## config.mk

```make
export PLATFORM = sky130hd
export DESIGN_NAME = ccd_color_gain_steering
export DESIGN_NICKNAME = d
export VERILOG_FILES = /design/src/steer_pkg.sv /design/src/ccd_color_gain_steering.sv /design/src/steer_seq.sv
export SDC_FILE = /design/constraint.sdc
export NUM_CORES = 1
export LEC_CHECK = 0
export BUFFER_PORTS_ARGS = -buffer_cell sky130_fd_sc_hd__buf_2
export CAP_MARGIN = 15
export CORE_MARGIN = 3
export CORE_UTILIZATION = 40
export DETAILED_ROUTE_END_ITERATION = 6
export PLACE_DENSITY = 0.63
export SYNTH_ARGS = -nofsm -noshare
export SYNTH_HDL_FRONTEND = slang
export SYNTH_HIERARCHICAL = 1
export SYNTH_SLANG_ARGS = --single-unit
```

## constraint.sdc

```tcl
create_clock -name core_clk -period 4.6 [get_ports core_clk]
set_input_delay 0 -clock core_clk [delete_from_list [all_inputs] [get_ports core_clk]]
set_output_delay 0 -clock core_clk [all_outputs]
set_load 0.01 [all_outputs]
```

## src/steer_pkg.sv

```systemverilog
// Overview of operation
// - Mosaic interlaced: field falling edge restarts at the 0-1 alternating line.
// - Mosaic interlaced: field rising edge restarts at the 2-3 alternating line.
// - Mosaic interlaced: each line sync fall resets selection to 0 (odd) or 2 (even).
// - Mosaic repeat: frame sync selects 0-1 line; line syncs alternate 0-1 and 1-2.
// - Mosaic repeat: same pattern every field, field indicator unused.
// - Three-colour: lines cycle 0,1,2; frame and line sync falls reset to 0.
// - Three-colour II: frame sync selects 0-1-2; line syncs alternate with 2-1-0.
// - Four-colour: lines cycle 0,1,2,3; frame and line sync falls reset to 0.
// - Four-colour II: frame sync selects 0-1-2-3; line syncs alternate with 2-3-0-1.
// - Every mode except mosaic interlaced ignores the field indicator.
// - Four independent 64-step colour gain settings, one per channel.
// - Variable gain amplifier setting held as a 10-bit code.
// - Black clamp target level held as an 8-bit value.
// - Clamp loop runs once per line in the black pulse, optionally less often.
// - Mode bit D2 disables the clamp loop; clamp level stays as fixed offset.
// - Internal mode makes the clamp pulse from counter positions; host supplies only syncs.
// - Mosaic separate: frame sync selects 0-1 line; line syncs alternate with 2-3.
// - Control mode field at address 0x06 selects one of seven steering modes.
// - Horizontal counter and steering resync on sixth clock edge after line sync fall.
package steer_pkg;
  localparam logic [7:0] CTL_MODE_ADDR = 8'h06;
  localparam int OPR_CLAMP_OFF_BIT = 2;
  localparam int MODE_W = 3;
  localparam int PGA_W = 6;
  localparam int VGA_W = 10;
  localparam int CLAMP_W = 8;
  localparam int HCNT_W = 12;
  localparam int SEL_W = 2;
  localparam logic [2:0] HSYNC_DELAY = 3'h6;
  typedef enum logic [2:0] {
    MODE_MOSAIC_SEP = 3'b000,
    MODE_MOSAIC_ILC = 3'b001,
    MODE_MOSAIC_REP = 3'b010,
    MODE_THREE = 3'b011,
    MODE_THREE_II = 3'b100,
    MODE_FOUR = 3'b101,
    MODE_FOUR_II = 3'b110
  } steer_mode_t;
  localparam logic [1:0] LINE_A = 2'h0;
  localparam logic [1:0] LINE_B = 2'h1;
  localparam logic [1:0] LINE_C = 2'h2;
endpackage

```

## src/ccd_color_gain_steering.sv

```systemverilog
`timescale 1ns/1ps
`default_nettype none
module ccd_color_gain_steering
  import steer_pkg::*;
#(
  parameter int HCNT_WIDTH = HCNT_W
)
(
  input wire logic core_clk,
  input wire logic rst_b,
  input wire logic pix_en,
  input wire logic vertical_sync,
  input wire logic horizontal_sync,
  input wire logic field_indicator,
  input wire steer_pkg::steer_mode_t ctl_mode,
  input wire logic [7:0] operating_mode_reg,
  input wire logic internal_mode,
  input wire logic [1:0] cfg_sel,
  input wire logic pga_wr,
  input wire logic [PGA_W-1:0] pga_wdata,
  input wire logic vga_wr,
  input wire logic [VGA_W-1:0] vga_wdata,
  input wire logic clamp_wr,
  input wire logic [CLAMP_W-1:0] clamp_wdata,
  input wire logic [HCNT_WIDTH-1:0] clamp_on_pos,
  input wire logic [HCNT_WIDTH-1:0] clamp_off_pos,
  input wire logic [3:0] clamp_line_div,
  input wire logic ext_black_clamp_pulse,
  output logic [1:0] gain_sel,
  output logic [PGA_W-1:0] gain_value,
  output logic [VGA_W-1:0] vga_code,
  output logic [CLAMP_W-1:0] clamp_level,
  output logic clamp_loop_en,
  output logic clamp_active,
  output logic black_clamp_pulse,
  output logic [HCNT_WIDTH-1:0] h_count
);
  import steer_pkg::*;

  logic vs_q;
  logic hs_q;
  logic fld_q;
  logic [2:0] hdly_q;
  logic [PGA_W-1:0] pga_q [4];
  logic [VGA_W-1:0] vga_q;
  logic [CLAMP_W-1:0] clamp_q;
  logic [1:0] line_kind_q;
  logic [1:0] line_kind_d;
  logic vs_pend_q;
  logic [3:0] line_cnt_q;
  logic int_clamp_q;
  logic hcnt_reset;
  logic vs_fall;
  logic hs_fall;
  logic fld_fall;
  logic fld_rise;
  logic use_field;
  logic clamp_line;
  logic clamp_src;

  assign vs_fall = vs_q && !vertical_sync;
  assign hs_fall = hs_q && !horizontal_sync;
  assign use_field = (ctl_mode == MODE_MOSAIC_ILC);
  assign fld_fall = use_field && fld_q && !field_indicator;
  assign fld_rise = use_field && !fld_q && field_indicator;
  // The fall is seen on edge one, so the counter clears on edge six
  assign hcnt_reset = (hdly_q == HSYNC_DELAY - 3'h1);

  always_ff @(posedge core_clk or negedge rst_b)
  begin
    if (!rst_b)
    begin
      vs_q <= 1'b1;
      hs_q <= 1'b1;
      fld_q <= 1'b0;
    end
    else
    begin
      vs_q <= vertical_sync;
      hs_q <= horizontal_sync;
      fld_q <= field_indicator;
    end
  end

  always_ff @(posedge core_clk or negedge rst_b)
  begin
    if (!rst_b)
      hdly_q <= 3'h0;
    else if (hs_fall)
      hdly_q <= 3'h1;
    else if (hdly_q != 3'h0 && !hcnt_reset)
      hdly_q <= hdly_q + 3'h1;
    else
      hdly_q <= 3'h0;
  end

  always_ff @(posedge core_clk or negedge rst_b)
  begin
    if (!rst_b)
      h_count <= '0;
    else if (hcnt_reset)
      h_count <= '0;
    else if (pix_en)
      h_count <= h_count + 1'b1;
  end

  // Frame sync arms the first-line selection for the next line resync
  always_ff @(posedge core_clk or negedge rst_b)
  begin
    if (!rst_b)
      vs_pend_q <= 1'b0;
    else if (vs_fall)
      vs_pend_q <= 1'b1;
    else if (hcnt_reset)
      vs_pend_q <= 1'b0;
  end

  always_comb
  begin
    line_kind_d = line_kind_q;
    case (ctl_mode)
      MODE_MOSAIC_ILC:
      begin
        if (fld_fall)
          line_kind_d = LINE_A;
        else if (fld_rise)
          line_kind_d = LINE_B;
        else
          line_kind_d = fld_q ? LINE_B : LINE_A;
      end
      MODE_THREE, MODE_FOUR:
        line_kind_d = LINE_A;
      MODE_MOSAIC_SEP, MODE_MOSAIC_REP, MODE_THREE_II, MODE_FOUR_II:
      begin
        if (hcnt_reset && (vs_pend_q || vs_fall))
          line_kind_d = LINE_A;
        else if (hcnt_reset)
          line_kind_d = (line_kind_q == LINE_A) ? LINE_B : LINE_A;
      end
      default:
        line_kind_d = LINE_A;
    endcase
  end

  always_ff @(posedge core_clk or negedge rst_b)
  begin
    if (!rst_b)
      line_kind_q <= LINE_A;
    else
      line_kind_q <= line_kind_d;
  end

  steer_seq u_seq (
    .core_clk(core_clk),
    .rst_b(rst_b),
    .pix_en(pix_en),
    .line_restart(hcnt_reset || vs_fall || fld_fall || fld_rise),
    .line_kind(line_kind_d),
    .mode(ctl_mode),
    .gain_sel(gain_sel)
  );

  // Four colour gain registers, one per channel
  genvar g;
  generate
    for (g = 0; g < 4; g++)
    begin : g_pga
      always_ff @(posedge core_clk or negedge rst_b)
      begin
        if (!rst_b)
          pga_q[g] <= '0;
        else if (pga_wr && cfg_sel == 2'(g))
          pga_q[g] <= pga_wdata;
      end
    end
  endgenerate

  always_ff @(posedge core_clk or negedge rst_b)
  begin
    if (!rst_b)
      gain_value <= '0;
    else
      gain_value <= pga_q[gain_sel];
  end

  always_ff @(posedge core_clk or negedge rst_b)
  begin
    if (!rst_b)
    begin
      vga_q <= '0;
      clamp_q <= '0;
    end
    else
    begin
      if (vga_wr)
        vga_q <= vga_wdata;
      if (clamp_wr)
        clamp_q <= clamp_wdata;
    end
  end
  assign vga_code = vga_q;
  // Level stays valid as a fixed offset even with the loop off
  assign clamp_level = clamp_q;
  assign clamp_loop_en = !operating_mode_reg[OPR_CLAMP_OFF_BIT];

  // Line divider lets the loop update every Nth line
  always_ff @(posedge core_clk or negedge rst_b)
  begin
    if (!rst_b)
      line_cnt_q <= 4'h0;
    else if (vs_fall)
      line_cnt_q <= 4'h0;
    else if (hcnt_reset)
      line_cnt_q <= (line_cnt_q >= clamp_line_div) ? 4'h0 : line_cnt_q + 4'h1;
  end
  assign clamp_line = (line_cnt_q == 4'h0);

  // Internal mode builds the clamp pulse from counter positions
  always_ff @(posedge core_clk or negedge rst_b)
  begin
    if (!rst_b)
      int_clamp_q <= 1'b0;
    else if (hcnt_reset)
      int_clamp_q <= 1'b0;
    else if (h_count == clamp_on_pos)
      int_clamp_q <= 1'b1;
    else if (h_count == clamp_off_pos)
      int_clamp_q <= 1'b0;
  end
  // External pulse placement is the timing source's job
  assign clamp_src = internal_mode ? int_clamp_q : ext_black_clamp_pulse;

  always_ff @(posedge core_clk or negedge rst_b)
  begin
    if (!rst_b)
    begin
      black_clamp_pulse <= 1'b0;
      clamp_active <= 1'b0;
    end
    else
    begin
      black_clamp_pulse <= clamp_src;
      clamp_active <= clamp_src && clamp_line && clamp_loop_en;
    end
  end
endmodule
`default_nettype wire

```

## src/steer_seq.sv

```systemverilog
`timescale 1ns/1ps
`default_nettype none
module steer_seq
  import steer_pkg::*;
(
  input wire logic core_clk,
  input wire logic rst_b,
  input wire logic pix_en,
  input wire logic line_restart,
  input wire logic [1:0] line_kind,
  input wire steer_pkg::steer_mode_t mode,
  output logic [1:0] gain_sel
);
  logic [1:0] pos_q;
  logic [1:0] pos_d;
  logic [1:0] base;
  logic [1:0] wrap;
  logic rev;
  assign wrap = (mode == MODE_THREE || mode == MODE_THREE_II) ? 2'h2 :
                (mode == MODE_FOUR || mode == MODE_FOUR_II) ? 2'h3 : 2'h1;
  assign rev = (mode == MODE_THREE_II) && (line_kind == LINE_B);
  always_comb
  begin
    base = 2'h0;
    case (mode)
      MODE_MOSAIC_SEP, MODE_MOSAIC_ILC: base = (line_kind == LINE_B) ? 2'h2 : 2'h0;
      MODE_MOSAIC_REP: base = (line_kind == LINE_B) ? 2'h1 : 2'h0;
      MODE_FOUR_II: base = (line_kind == LINE_B) ? 2'h2 : 2'h0;
      default: base = 2'h0;
    endcase
  end
  // Position advances once per pixel and restarts on line resync
  assign pos_d = line_restart ? 2'h0 : (pix_en ? ((pos_q == wrap) ? 2'h0 : pos_q + 2'h1) : pos_q);
  always_ff @(posedge core_clk or negedge rst_b)
  begin
    if (!rst_b)
      pos_q <= 2'h0;
    else
      pos_q <= pos_d;
  end
  // Mosaic modes add base; four-colour II rotates modulo 4; three-colour II counts down on LINE_B lines
  always_ff @(posedge core_clk or negedge rst_b)
  begin
    if (!rst_b)
      gain_sel <= 2'h0;
    else if (rev)
      gain_sel <= 2'h2 - pos_d;
    else
      gain_sel <= base + pos_d;
  end
endmodule
`default_nettype wire

```

### Word-level counts from Yosys, hierarchy flattened

Cells that the tools add are included.

| word-level totals | value |
|---|---|
| flip-flop bits (word level) | 80 |
| output and inout port bits | 41 |
| input bits | 76 |

| cells by class | value |
|---|---|
| magnitude comparators | 2 |
| add/sub/neg operators | 6 |
| multiplexer cells | 32 |
| bitwise operators | 1 |
| reduce and logical (&&, ||, !) cells | 37 |
| equal/unequal tests | 14 |

Operators by type and width:

| operator | count |
|---|---|
| == test 12 bit | 2 |
| two-way mux 12 bit | 2 |
| two-way mux 2 bit | 10 |
| logical AND 1 bit | 15 |
| adder 12 x 1 -> 12 bit (second input constant) | 1 |
| binary-select mux 6 bit (select 2 bit) | 1 |
| == test 3 bit (second input constant) | 4 |
| two-way mux 4 bit | 3 |
| two-way mux 6 bit | 2 |
| two-way mux 1 bit | 10 |
| case mux 2 bit (2 select lines) | 2 |
| == test 3 x 2 -> 1 bit (second input constant) | 2 |
| logical NOT 1 bit | 6 |
| logical OR 1 bit | 6 |
| two-way mux 3 bit | 2 |
| nonzero test 3 bit | 2 |
| adder 4 x 1 -> 4 bit (second input constant) | 1 |
| == test 2 x 1 -> 1 bit (second input constant) | 2 |
| == test 2 bit (second input constant) | 2 |
| >= comparator 4 bit | 1 |
| logical NOT 2 bit | 2 |
| logical NOT 4 bit | 1 |
| nonzero test 2 bit | 2 |
| OR reduction 4 bit | 1 |
| other kinds (10) | 10 |

### Depth between registers and ports, before layout

Gate-level depths: netlist of run 1.

| logic depth | value |
|---|---|
| depth after elaboration | 11 |
| gate-level depth with buffers | 13 |

### Hierarchy

Netlist of run 1, hierarchy kept.

Modules (own cells, without submodules):

| module | times used | area each (sq um) | cells each |
|---|---|---|---|
| ccd_color_gain_steering | 1 | 3523.4 | 282 |
| steer_seq | 1 | 271.5 | 30 |

### Worst setup path after synthesis of run 1

No wires, ideal clock.

| timing | value |
|---|---|
| path kind | reg-to-reg |
| start point | register hdly_q[1] |
| end point | register u_seq.gain_sel[1] |
| required time | 4521 ps |
| library setup time | 79 ps |
| stages on the path, launching flop included | 14 |
| buffers on the path | 1 |
| slack | 2356 ps |
| data arrival time | 2165 ps |
| path through | dfrtp_1 > inv_1 > ha_1 > and2_1 > clkbuf_1 > nand2_1 > nor4_1 > a21oi_1 > o21ai_0 > nor2b_1 > o2111ai_1 > a22o_1 > a31oi_1 > xor2_1 |

| on the way | value |
|---|---|
| longest elaborated chain between the ends | 9 |
| elaborated cells between the ends (all ways) | 17 |
| classes of those cells | add/sub (2); eq/ne (2); mux (8); reduce/logical (5) |

Ends and longest elaborated chain:

| element | line | text |
|---|---|---|
| start: declaration | ccd_color_gain_steering.sv:43 | `logic [2:0] hdly_q;` |
| start signal: assignment | ccd_color_gain_steering.sv:92 | `hdly_q <= hdly_q + 3'h1;` |
| == test 3 bit (*) | ccd_color_gain_steering.sv:67 | `assign hcnt_reset = (hdly_q == HSYNC_DELAY - 3'h1);` |
| two-way mux 2 bit / logical AND 1 bit (equally long branches) | ccd_color_gain_steering.sv:137, ccd_color_gain_steering.sv:135 |  |
| two-way mux 2 bit (*) | ccd_color_gain_steering.sv:135 | `if (hcnt_reset && (vs_pend_q \|\| vs_fall))` |
| case mux 2 bit (2 select lines) (*) | ccd_color_gain_steering.sv:121 | `case (ctl_mode)` |
| net line_kind_d[0] | ccd_color_gain_steering.sv:48 | `logic [1:0] line_kind_d;` |
| == test 2 x 1 -> 1 bit (*) | - |  |
| two-way mux 1 bit / two-way mux 2 bit (equally long branches) | steer_seq.sv:27, steer_seq.sv:26, steer_seq.sv:28 |  |
| case mux 2 bit (2 select lines) | steer_seq.sv:25 | `case (mode)` |
| adder 2 bit | steer_seq.sv:49 | `gain_sel <= base + pos_d;` |
| two-way mux 2 bit (*) | steer_seq.sv:46 | `else if (rev)` |
| end signal: assignment | steer_seq.sv:47 | `gain_sel <= 2'h2 - pos_d;` |
| end signal: assignment | steer_seq.sv:49 |  |
| end: declaration | steer_seq.sv:12 | `output logic [1:0] gain_sel` |

Mark *: on every way through the listed nets, which the timed path passes. The rest lies on a longest branch.
A chain may end at the register's enable or synchronous reset.

### Final worst setup path of run 1

Ends and elaborated chain as after synthesis.

==> out/qor.csv, run 1 <==
metric,value,unit
outcome,"complete, no violations",
startpoint_type,register,
crit_slowest_cell,and2_1,
worst_pin_slew,0.9963,ns
synth-edff-count,0,
p_leak,2.360,nW
grt_max_degree,81,
drc,0,
synth.top_cells.by_count,"78 x dfrtp_1, 43 x mux2_2, 23 x xor2_1",
critical_path_class,register to register,
relSlewSlack,33.58,%
cts_buffer_depth,2,
crit_path_end_kind,register,
clk_pin_slew,0.08,ns
die_h,103.4,microns
grt_first_pass_wirelength,13170,microns
yosysTopAreaCell,dfrtp_1,
postCtsSetupBuffers,0,
drive_gt1_share,38.86,%
synth_area_leaders,"dfrtp_1 51%, mux2_2 13%, xor2_1 5.3%",
max_freq,368.4,MHz
synth_ff_type,dfrtp_1,
h-tree-depth,3,
die_w,103.4,microns
core,8976,sq um
crit_path_cell_trace,"inv_1, ha_1, and2_1, nand2_1, nor4_1, a21oi_1, o21ai_0, nor2b_1, o2111ai_1, a22o_1, a31oi_1, xor2_1",
post_drt_wl_per_cell,14.28,microns
cp_max_fo,18,
synthToLayoutAreaGrowth,32.31,%
cts_hold_buffers,32,
dr.pass1.iters,4,
fp-row-count,34,
grt_setup_unrepaired,no,
ys_async_sr_fraction,100.0,%
yosys_warnings,6,
ys_types,45,
die_area,10690,sq um
synth_area,3795,sq um
drtIter0Drc,94,
slew_violations,0,
crit_arrival,2.99,ns
setup_violations,0,
gp_congestion,0.7879,
antenna_cells,0,
num_vias,2814,
synth-seq-area-share,52.82,%
hold_viol,0,
globalRoute.totalOverflow,0,
nNetsFinal,539,
synth_top_cell_area_share,51.43,%
skew,0.006735,ns
fin_tns_setup,0,ns
critPathBufInv,1,
cts_root_buffer,clkbuf_8,
clock_sinks,80,
clk_latency,0.35,ns
grt_pass1_vias,2803,
ant_nets,0,
cts_buffers,9,
dp.cells,536,
track_usage,16.03,%
finalCritPeriodShare,59.01,%
hpwl,5690,microns
peakVddDrop,0.0002282,V
cp_data_required_time,4.88,ns
instances_no_fill,584,
finalPower,0.002121,W
cts_resized,0,
vias_per_cell,4.818,
io_buffer_count,109,
max-cap-violations,0,
min_path_type,primary input to register,
io_pins,117,
start_util,42.28,%
avgSynthCellArea,12.16,sq um
synth_nets,398,
fin_crit,2.714,ns
synth_most_common_cell,dfrtp_1,
cp_top_family,simple AND/OR/NAND/NOR gates,
antenna_found_initial,0,
cp_slowest_stage_delay,0.56,ns
synthCells,312,
ys_seq_elements,80,
power.density,422.5,nW/um^2
totalWireLength,8341,microns
cts_tree,yes,
==> state kept, by name, indices dropped and copies added, names as in the netlist <==
register           flops
black_clamp_pulse      1
line_kind_q            2
vga_code              10
hdly_q                 3
vs_q                   1
clamp_level            8
fld_q                  1
h_count               12
u_seq/gain_sel         2
u_seq/pos_q            2
pga_q                 24
int_clamp_q            1
gain_value             6
line_cnt_q             4
hs_q                   1
clamp_active           1
vs_pend_q              1
==> where the power goes <==
part	total [W]	internal, W	switching [W]
sequential	0.000977	0.000839	0.000138
clock	0.000624	0.000365	0.000259
combinational	0.000521	0.000278	0.000242
total	0.00212	0.00148	0.000639
==> worst min-delay path, cell delays in order <==
cell	delay [ns]
buf_2	0.17
xnor2_1	0.15
nor2_1	0.04
==> path summary, 6_finish.rpt <==
check,from,endpoint,slack [ns],depth (start not counted)
worst max-delay path,hdly_q[1],u_seq/gain_sel[1],1.89,12
worst min-delay path,pix_en,h_count[0],0.04,3
worst max register to register,hdly_q[1],u_seq/gain_sel[1],1.89,12
worst min register to register,vs_pend_q,vs_pend_q,0.49,2
max in group asynchronous,rst_b,u_seq/gain_sel[0],3.59,2
min in group asynchronous,rst_b,clamp_level[2],0.35,2
==> logic make-up after synthesis <==
| kind of cell | Yosys count | share of synthesized area (%) |
|---|---|---|
| simple gates | 85 | 11.64 |
| flops | 80 | 52.82 |
| mux | 50 | 16.58 |
| xor+xnor | 39 | 9.001 |
| compound gates | 25 | 4.353 |
| buf+inv | 23 | 2.308 |
| fa+ha+maj | 10 | 3.297 |
==> area by class of cell <==
class | instances | area (sq um)
multi-input combinational | 209 | 1703
inverter | 12 | 45.04
timing repair buffer | 141 | 868.3
clock inverter | 6 | 115.1
clock buffer | 10 | 127.6
sequential | 80 | 2004
fill | 764 | 3955
tap | 126 | 157.7
==> cell usage in the layout (no fill, tap or decap), types with 3 or more instances in the layout <==
cell,Yosys,routed
a21oi_1,7,7
buf_2,1,108
bufinv_16,0,3
clkbuf_8,0,9
dfrtp_1,78,78
dlygate4sd3_1,0,32
ha_1,10,10
inv_1,12,12
mux2_2,43,43
mux4_2,6,6
nand2_1,21,21
nand2b_1,4,4
nand3_1,6,6
nand4_1,6,6
nor2_1,21,21
nor3b_1,6,6
nor4_1,4,4
o21ai_0,5,5
xnor2_1,16,16
xor2_1,23,23
==> routing by layer <==
layer  track usage [%]  wire length [microns]
met1             19.82                   3612
met2             26.32                   4119
met3             5.030                    468
met4             6.076                    140
met5                 0                      0
==> through the flow <==
stage / hold slack, ns / cell area (sq um) / setup WS (ns) / util [%]
2_1_floorplan: -0.2956 / 3795 / 2.356 / -
3_3_place_gp: 0.1142 / 4458 / 1.938 / 49.67
3_5_place_dp: 0.1167 / 4458 / 1.880 / 49.67
4_1_cts: 0.02179 / 5021 / 1.857 / 55.94
5_1_grt: 0.03734 / 5021 / 1.550 / 55.94
6_report: 0.04325 / 5021 / 1.886 / 55.94
Note: power is estimated with default switching activity, not from simulation.
==> run 2: changes to the inputs <==
Clock period 4.6 ns to 2.6 ns, I/O delays scaled along.
==> out/qor.csv, run 2 (synthesized netlist as in run 1, its figures left out) <==
metric,value,unit
fin_crit,2.287,ns
clock_sinks,80,
fillers,778,
die_w,103.4,microns
startpoint_type,register,
dr.pass1.iters,4,
relSlewSlack,33.20,%
cp_top_family,compound AO/OA/AOI/OAI gates,
crit_arrival,2.55,ns
synthToLayoutAreaGrowth,32.11,%
grt_setup_unrepaired,no,
crit_path_cell_trace,"inv_1, ha_1, and2_1, nand2_1, nor4_1, a21oi_1, o21ai_0, nor2b_1, o211ai_1, a22o_1, a31oi_1, xor2_1",
largest_reg_flops,24,
skew,0.005031,ns
h-tree-depth,3,
fp-row-count,34,
grt_first_pass_wirelength,13280,microns
r2r_cells,12,
start_util,42.28,%
die_area,10690,sq um
ant_nets,0,
finalCritPeriodShare,87.96,%
globalRoute.totalOverflow,0,
critical_path_class,register to register,
cp_max_fo,3,
cts_hold_buffers,32,
cp_data_required_time,2.87,ns
drive_gt1_share,39.13,%
hold_start,clamp_wr,
clk_pin_slew,0.08,ns
antenna_cells,0,
cp_slowest_stage_delay,0.39,ns
max_freq,437.3,MHz
hold_path_depth,2,
drtIter0Drc,147,
drc,0,
hold_viol,0,
antenna_found_initial,0,
die_h,103.4,microns
clk_latency,0.34,ns
cts_tree,yes,
track_usage,16.15,%
layout_common_cells,"108 x buf_2, 78 x dfrtp_1, 43 x mux2_2",
crit_slowest_cell,dfrtp_1,
worst_pin_slew,1.002,ns
power.density,732.6,nW/um^2
cts_root_buffer,clkbuf_8,
io_buffer_count,109,
setup_violations,0,
layout_commonest_cell,buf_2,
multiInputGateArea,1703,sq um
postCtsSetupBuffers,0,
grt_pass1_vias,2812,
totalWireLength,8488,microns
dpl_cell_area,4473,sq um
nNetsFinal,541,
crit_path_end_kind,register,
core,8976,sq um
p_leak,2.356,nW
outcome,"complete, no violations",
max-cap-violations,0,
peakVddDrop,0.0003734,V
cts_buffers,9,
crit_start,hdly_q[1],
cts_buffer_depth,2,
seq_area,2004,sq um
path_depth,12,
io_pins,117,
gp_congestion,0.7847,
final_area,5014,sq um
min_path_type,primary input to register,
vias_per_cell,4.838,
hpwl,5834,microns
post_drt_wl_per_cell,14.48,microns
fin_tns_setup,0,ns
cts_resized,0,
grt_max_degree,81,
timing.rr.start,hdly_q[1],
slew_violations,0,
num_vias,2835,
regMostFlops,pga_q,
critPathBufInv,1,
## run 2: through the flow
step,setup slack (ns),instances,hold WS [ns],power [W],util (%)
floorplan,0.3556,312,-0.2956,0.002298,-
global placement,0.4541,538,0.1140,0.002622,49.83
detailed placement,0.3832,538,0.1173,0.002660,49.83
CTS,0.3386,586,0.03018,0.003727,55.85
global route,0.1168,586,0.02816,0.003934,55.85
finish,0.3131,586,0.05226,0.003673,55.85
## run 2: per-layer routing
| metal | up-vias | global-route usage, % | share of wire (%) |
|---|---|---|---|
| met4 | 0 | 4.582 | 0.90 |
| met1 | 1378 | 20.30 | 44 |
| met5 | - | 0 | 0 |
| li1 | 1375 | - | - |
| met2 | 76 | 27.45 | 49 |
| met3 | 6 | 4.292 | 5.1 |
## run 2: path summary, 6_finish.rpt
| check | end | slack (ns) |
|---|---|---|
| min in group asynchronous | clamp_level[5] | 0.38 |
| setup reg to reg | u_seq/gain_sel[1] | 0.31 |
| hold / removal | clamp_level[7] | 0.05 |
| hold reg to reg | vs_pend_q | 0.49 |
| setup / recovery | u_seq/gain_sel[1] | 0.31 |
| max in group asynchronous | line_kind_q[1] | 1.57 |
## run 2: worst register-to-register path, cell delays in order (launching register included)
cell      delay [ns]
dfrtp_1         0.39
inv_1           0.08
ha_1            0.18
and2_1          0.15
nand2_1         0.06
nor4_1          0.17
a21oi_1         0.06
o21ai_0         0.18
nor2b_1         0.27
o211ai_1        0.14
a22o_1          0.22
a31oi_1         0.17
xor2_1          0.15
## run 2: area by class of cell
cell class / instances / area share [%]
tap: 126 / 3.144
inverter: 12 / 0.8984
sequential: 80 / 39.98
clock buffer: 10 / 2.546
multi-input combinational: 209 / 33.97
timing repair buffer: 143 / 17.62
clock inverter: 6 / 1.847
## run 2: power by group
part | switching, W | internal (W) | leakage, nW | total [W]
logic | 0.000431 | 0.000498 | 1.27 | 0.000929
clock network | 0.000461 | 0.000546 | 0.103 | 0.00101
registers | 0.000251 | 0.00148 | 0.978 | 0.00174
==> run 3: changes to the inputs <==
Settings changed: PLACE_DENSITY 0.63 to 0.65.
Clock period 2.6 ns to 2.1 ns, I/O delays scaled along.
==> out/qor.csv, run 3 (synthesized netlist as in run 1, its figures left out) <==
metric,value,unit
outcome,"complete, but fails checks",
failed_checks,negative setup slack,
drive_gt1_share,41.11,%
layout_common_cells,"108 x buf_2, 78 x dfrtp_1, 43 x mux2_2",
nNetsFinal,548,
crit_slowest_cell,dfrtp_1,
finalCritPeriodShare,102.0,%
grt_use_met3,4.427,%
antenna_cells,0,
crit_arrival,2.41,ns
core,8976,sq um
totalWireLength,8620,microns
fin_tns_setup,-0.04235,ns
io_pins,117,
skew,0.008163,ns
cts_tree,yes,
dr.pass1.iters,5,
max-cap-violations,0,
relSlewSlack,63.51,%
slew_violations,0,
timing.final.ws_setup,-0.04235,ns
gp_congestion,0.8470,
die_h,103.4,microns
combPwrFrac,26.4,%
timing.rr.start,hdly_q[1],
die_w,103.4,microns
reg2reg_to,u_seq/gain_sel[1],
grt_pass1_vias,2849,
crit_path_end_kind,register,
switchingPower,0.001459,W
cts_root_buffer,clkbuf_8,
start_util,42.28,%
globalRoute.totalOverflow,0,
ant_nets,0,
antenna_found_initial,0,
post_drt_wl_per_cell,14.54,microns
num_vias,2873,
synthToLayoutAreaGrowth,33.60,%
worst_hold_slack,0.05531,ns
crit_path_cell_trace,"inv_2, ha_1, and2_4, nand2_1, nor4_1, a21oi_1, o21ai_1, nor2b_4, o2111ai_1, a22o_1, a31oi_2, xor2_1",
p_leak,2.393,nW
hold_viol,0,
die_area,10690,sq um
grt_setup_unrepaired,yes,
grt_max_degree,39,
h-tree-depth,3,
clock_sinks,80,
clk_latency,0.34,ns
largest_reg_flops,24,
critical_path_class,register to register,
cts_buffer_depth,2,
cp_max_fo,3,
drtIter0Drc,51,
cp_data_required_time,2.37,ns
setup_violations,1,
fp-row-count,34,
io_buffer_count,109,
finalPower,0.004510,W
layout_commonest_cell,buf_2,
clk_pin_slew,0.09,ns
intPower,0.003050,W
drc,0,
grtUsageMet2,27.45,%
seq_power_share,47.4,%
startpoint_type,register,
regMostFlops,pga_q,
grt_first_pass_wirelength,13320,microns
grt-busiest-layer,met2,
switching_share,32.36,%
worst_pin_slew,0.5450,ns
hold_end,h_count[0],
grt_util_met1,20.03,%
peakVddDrop,0.0004251,V
fin_crit,2.142,ns
cp_slowest_stage_delay,0.40,ns
r2r_cells,12,
power.density,889.5,nW/um^2
hold_start,pix_en,
power_frac_clock,26.1,%
hpwl,6194,microns
hold_path_depth,3,
cts_buffers,9,
min_path_type,primary input to register,
fillers,758,
max_freq,466.8,MHz
vias_per_cell,4.845,
r2r_slack,-0.04,ns
track_usage,16.14,%
==> run 3: how the worst max path moves through the flow <==
stage               from                end  slack [ns]  cells after the start
6_report       hdly_q[1]  u_seq/gain_sel[1]       -0.04                     12
5_1_grt        hdly_q[1]  u_seq/gain_sel[1]       -0.24                     12
4_1_cts        hdly_q[1]  u_seq/gain_sel[1]      -0.005                     12
3_5_place_dp   hdly_q[1]  u_seq/gain_sel[1]      -0.005                     12
3_3_place_gp   hdly_q[1]  u_seq/gain_sel[1]        0.07                     12
2_1_floorplan  hdly_q[1]  u_seq/gain_sel[1]        0.02                     13
==> run 3: cell type report <==
type                    instances  area, sq um  share of cell area (%)
clock buffers                   9        123.9                   2.443
flip-flops and latches         80         2004                   39.54
well taps                     126        157.7                   3.110
inverters                      12        45.04                  0.8885
clock inverters                 7        83.83                   1.654
multi-input cells             209         1719                   33.91
repair buffers                150        935.9                   18.46
==> run 3: stage by stage <==
step           std cells  area, sq um  utilization (%)  setup slack (ns)
2_1_floorplan        312         3801                -           0.01864
3_3_place_gp         542         4506            50.20           0.07389
3_5_place_dp         542         4506            50.20         -0.005038
4_1_cts              590         5041            56.16         -0.005329
5_1_grt              593         5070            56.48           -0.2400
6_report             593         5070            56.48          -0.04235
==> run 3: worst max-delay path: cells and delay by family, from the launching register on <==
| kind | cells | cell delay, ns |
|---|---|---|
| AO/OA/AOI/OAI | 5 | 0.76 |
| AND/OR/NAND/NOR | 4 | 0.53 |
| adder cells (fa/ha/maj) | 1 | 0.15 |
| flip-flops | 1 | 0.40 |
| XOR/XNOR | 1 | 0.16 |
| buffers and inverters | 1 | 0.06 |
==> run 3: repair_timing <==
action,CTS,global route
gates resized for setup,3,1
pin swaps,1,1
setup endpoints to repair,1,2
hold buffers,32,0
setup buffers,0,3
hold endpoints to repair,88,0
==> run 3: power by group through the flow <==
| stage | clock network, W | registers (W) | logic [W] |
|---|---|---|---|
| final | 0.00118 | 0.00214 | 0.00119 |
| after CTS | 0.00122 | 0.00214 | 0.00121 |
| after global routing | 0.00130 | 0.00219 | 0.00134 |
| after global placement | 0 | 0.00215 | 0.00111 |
| after detailed placement | 0 | 0.00217 | 0.00115 |
| after floorplan | 0 | 0.00210 | 0.000749 |
==> run 3: layer usage <==
layer	vias to the layer above	wire (microns)
met5	-	0
met4	0	93
met3	7	411
met2	76	4401
met1	1399	3713
li1	1391	-
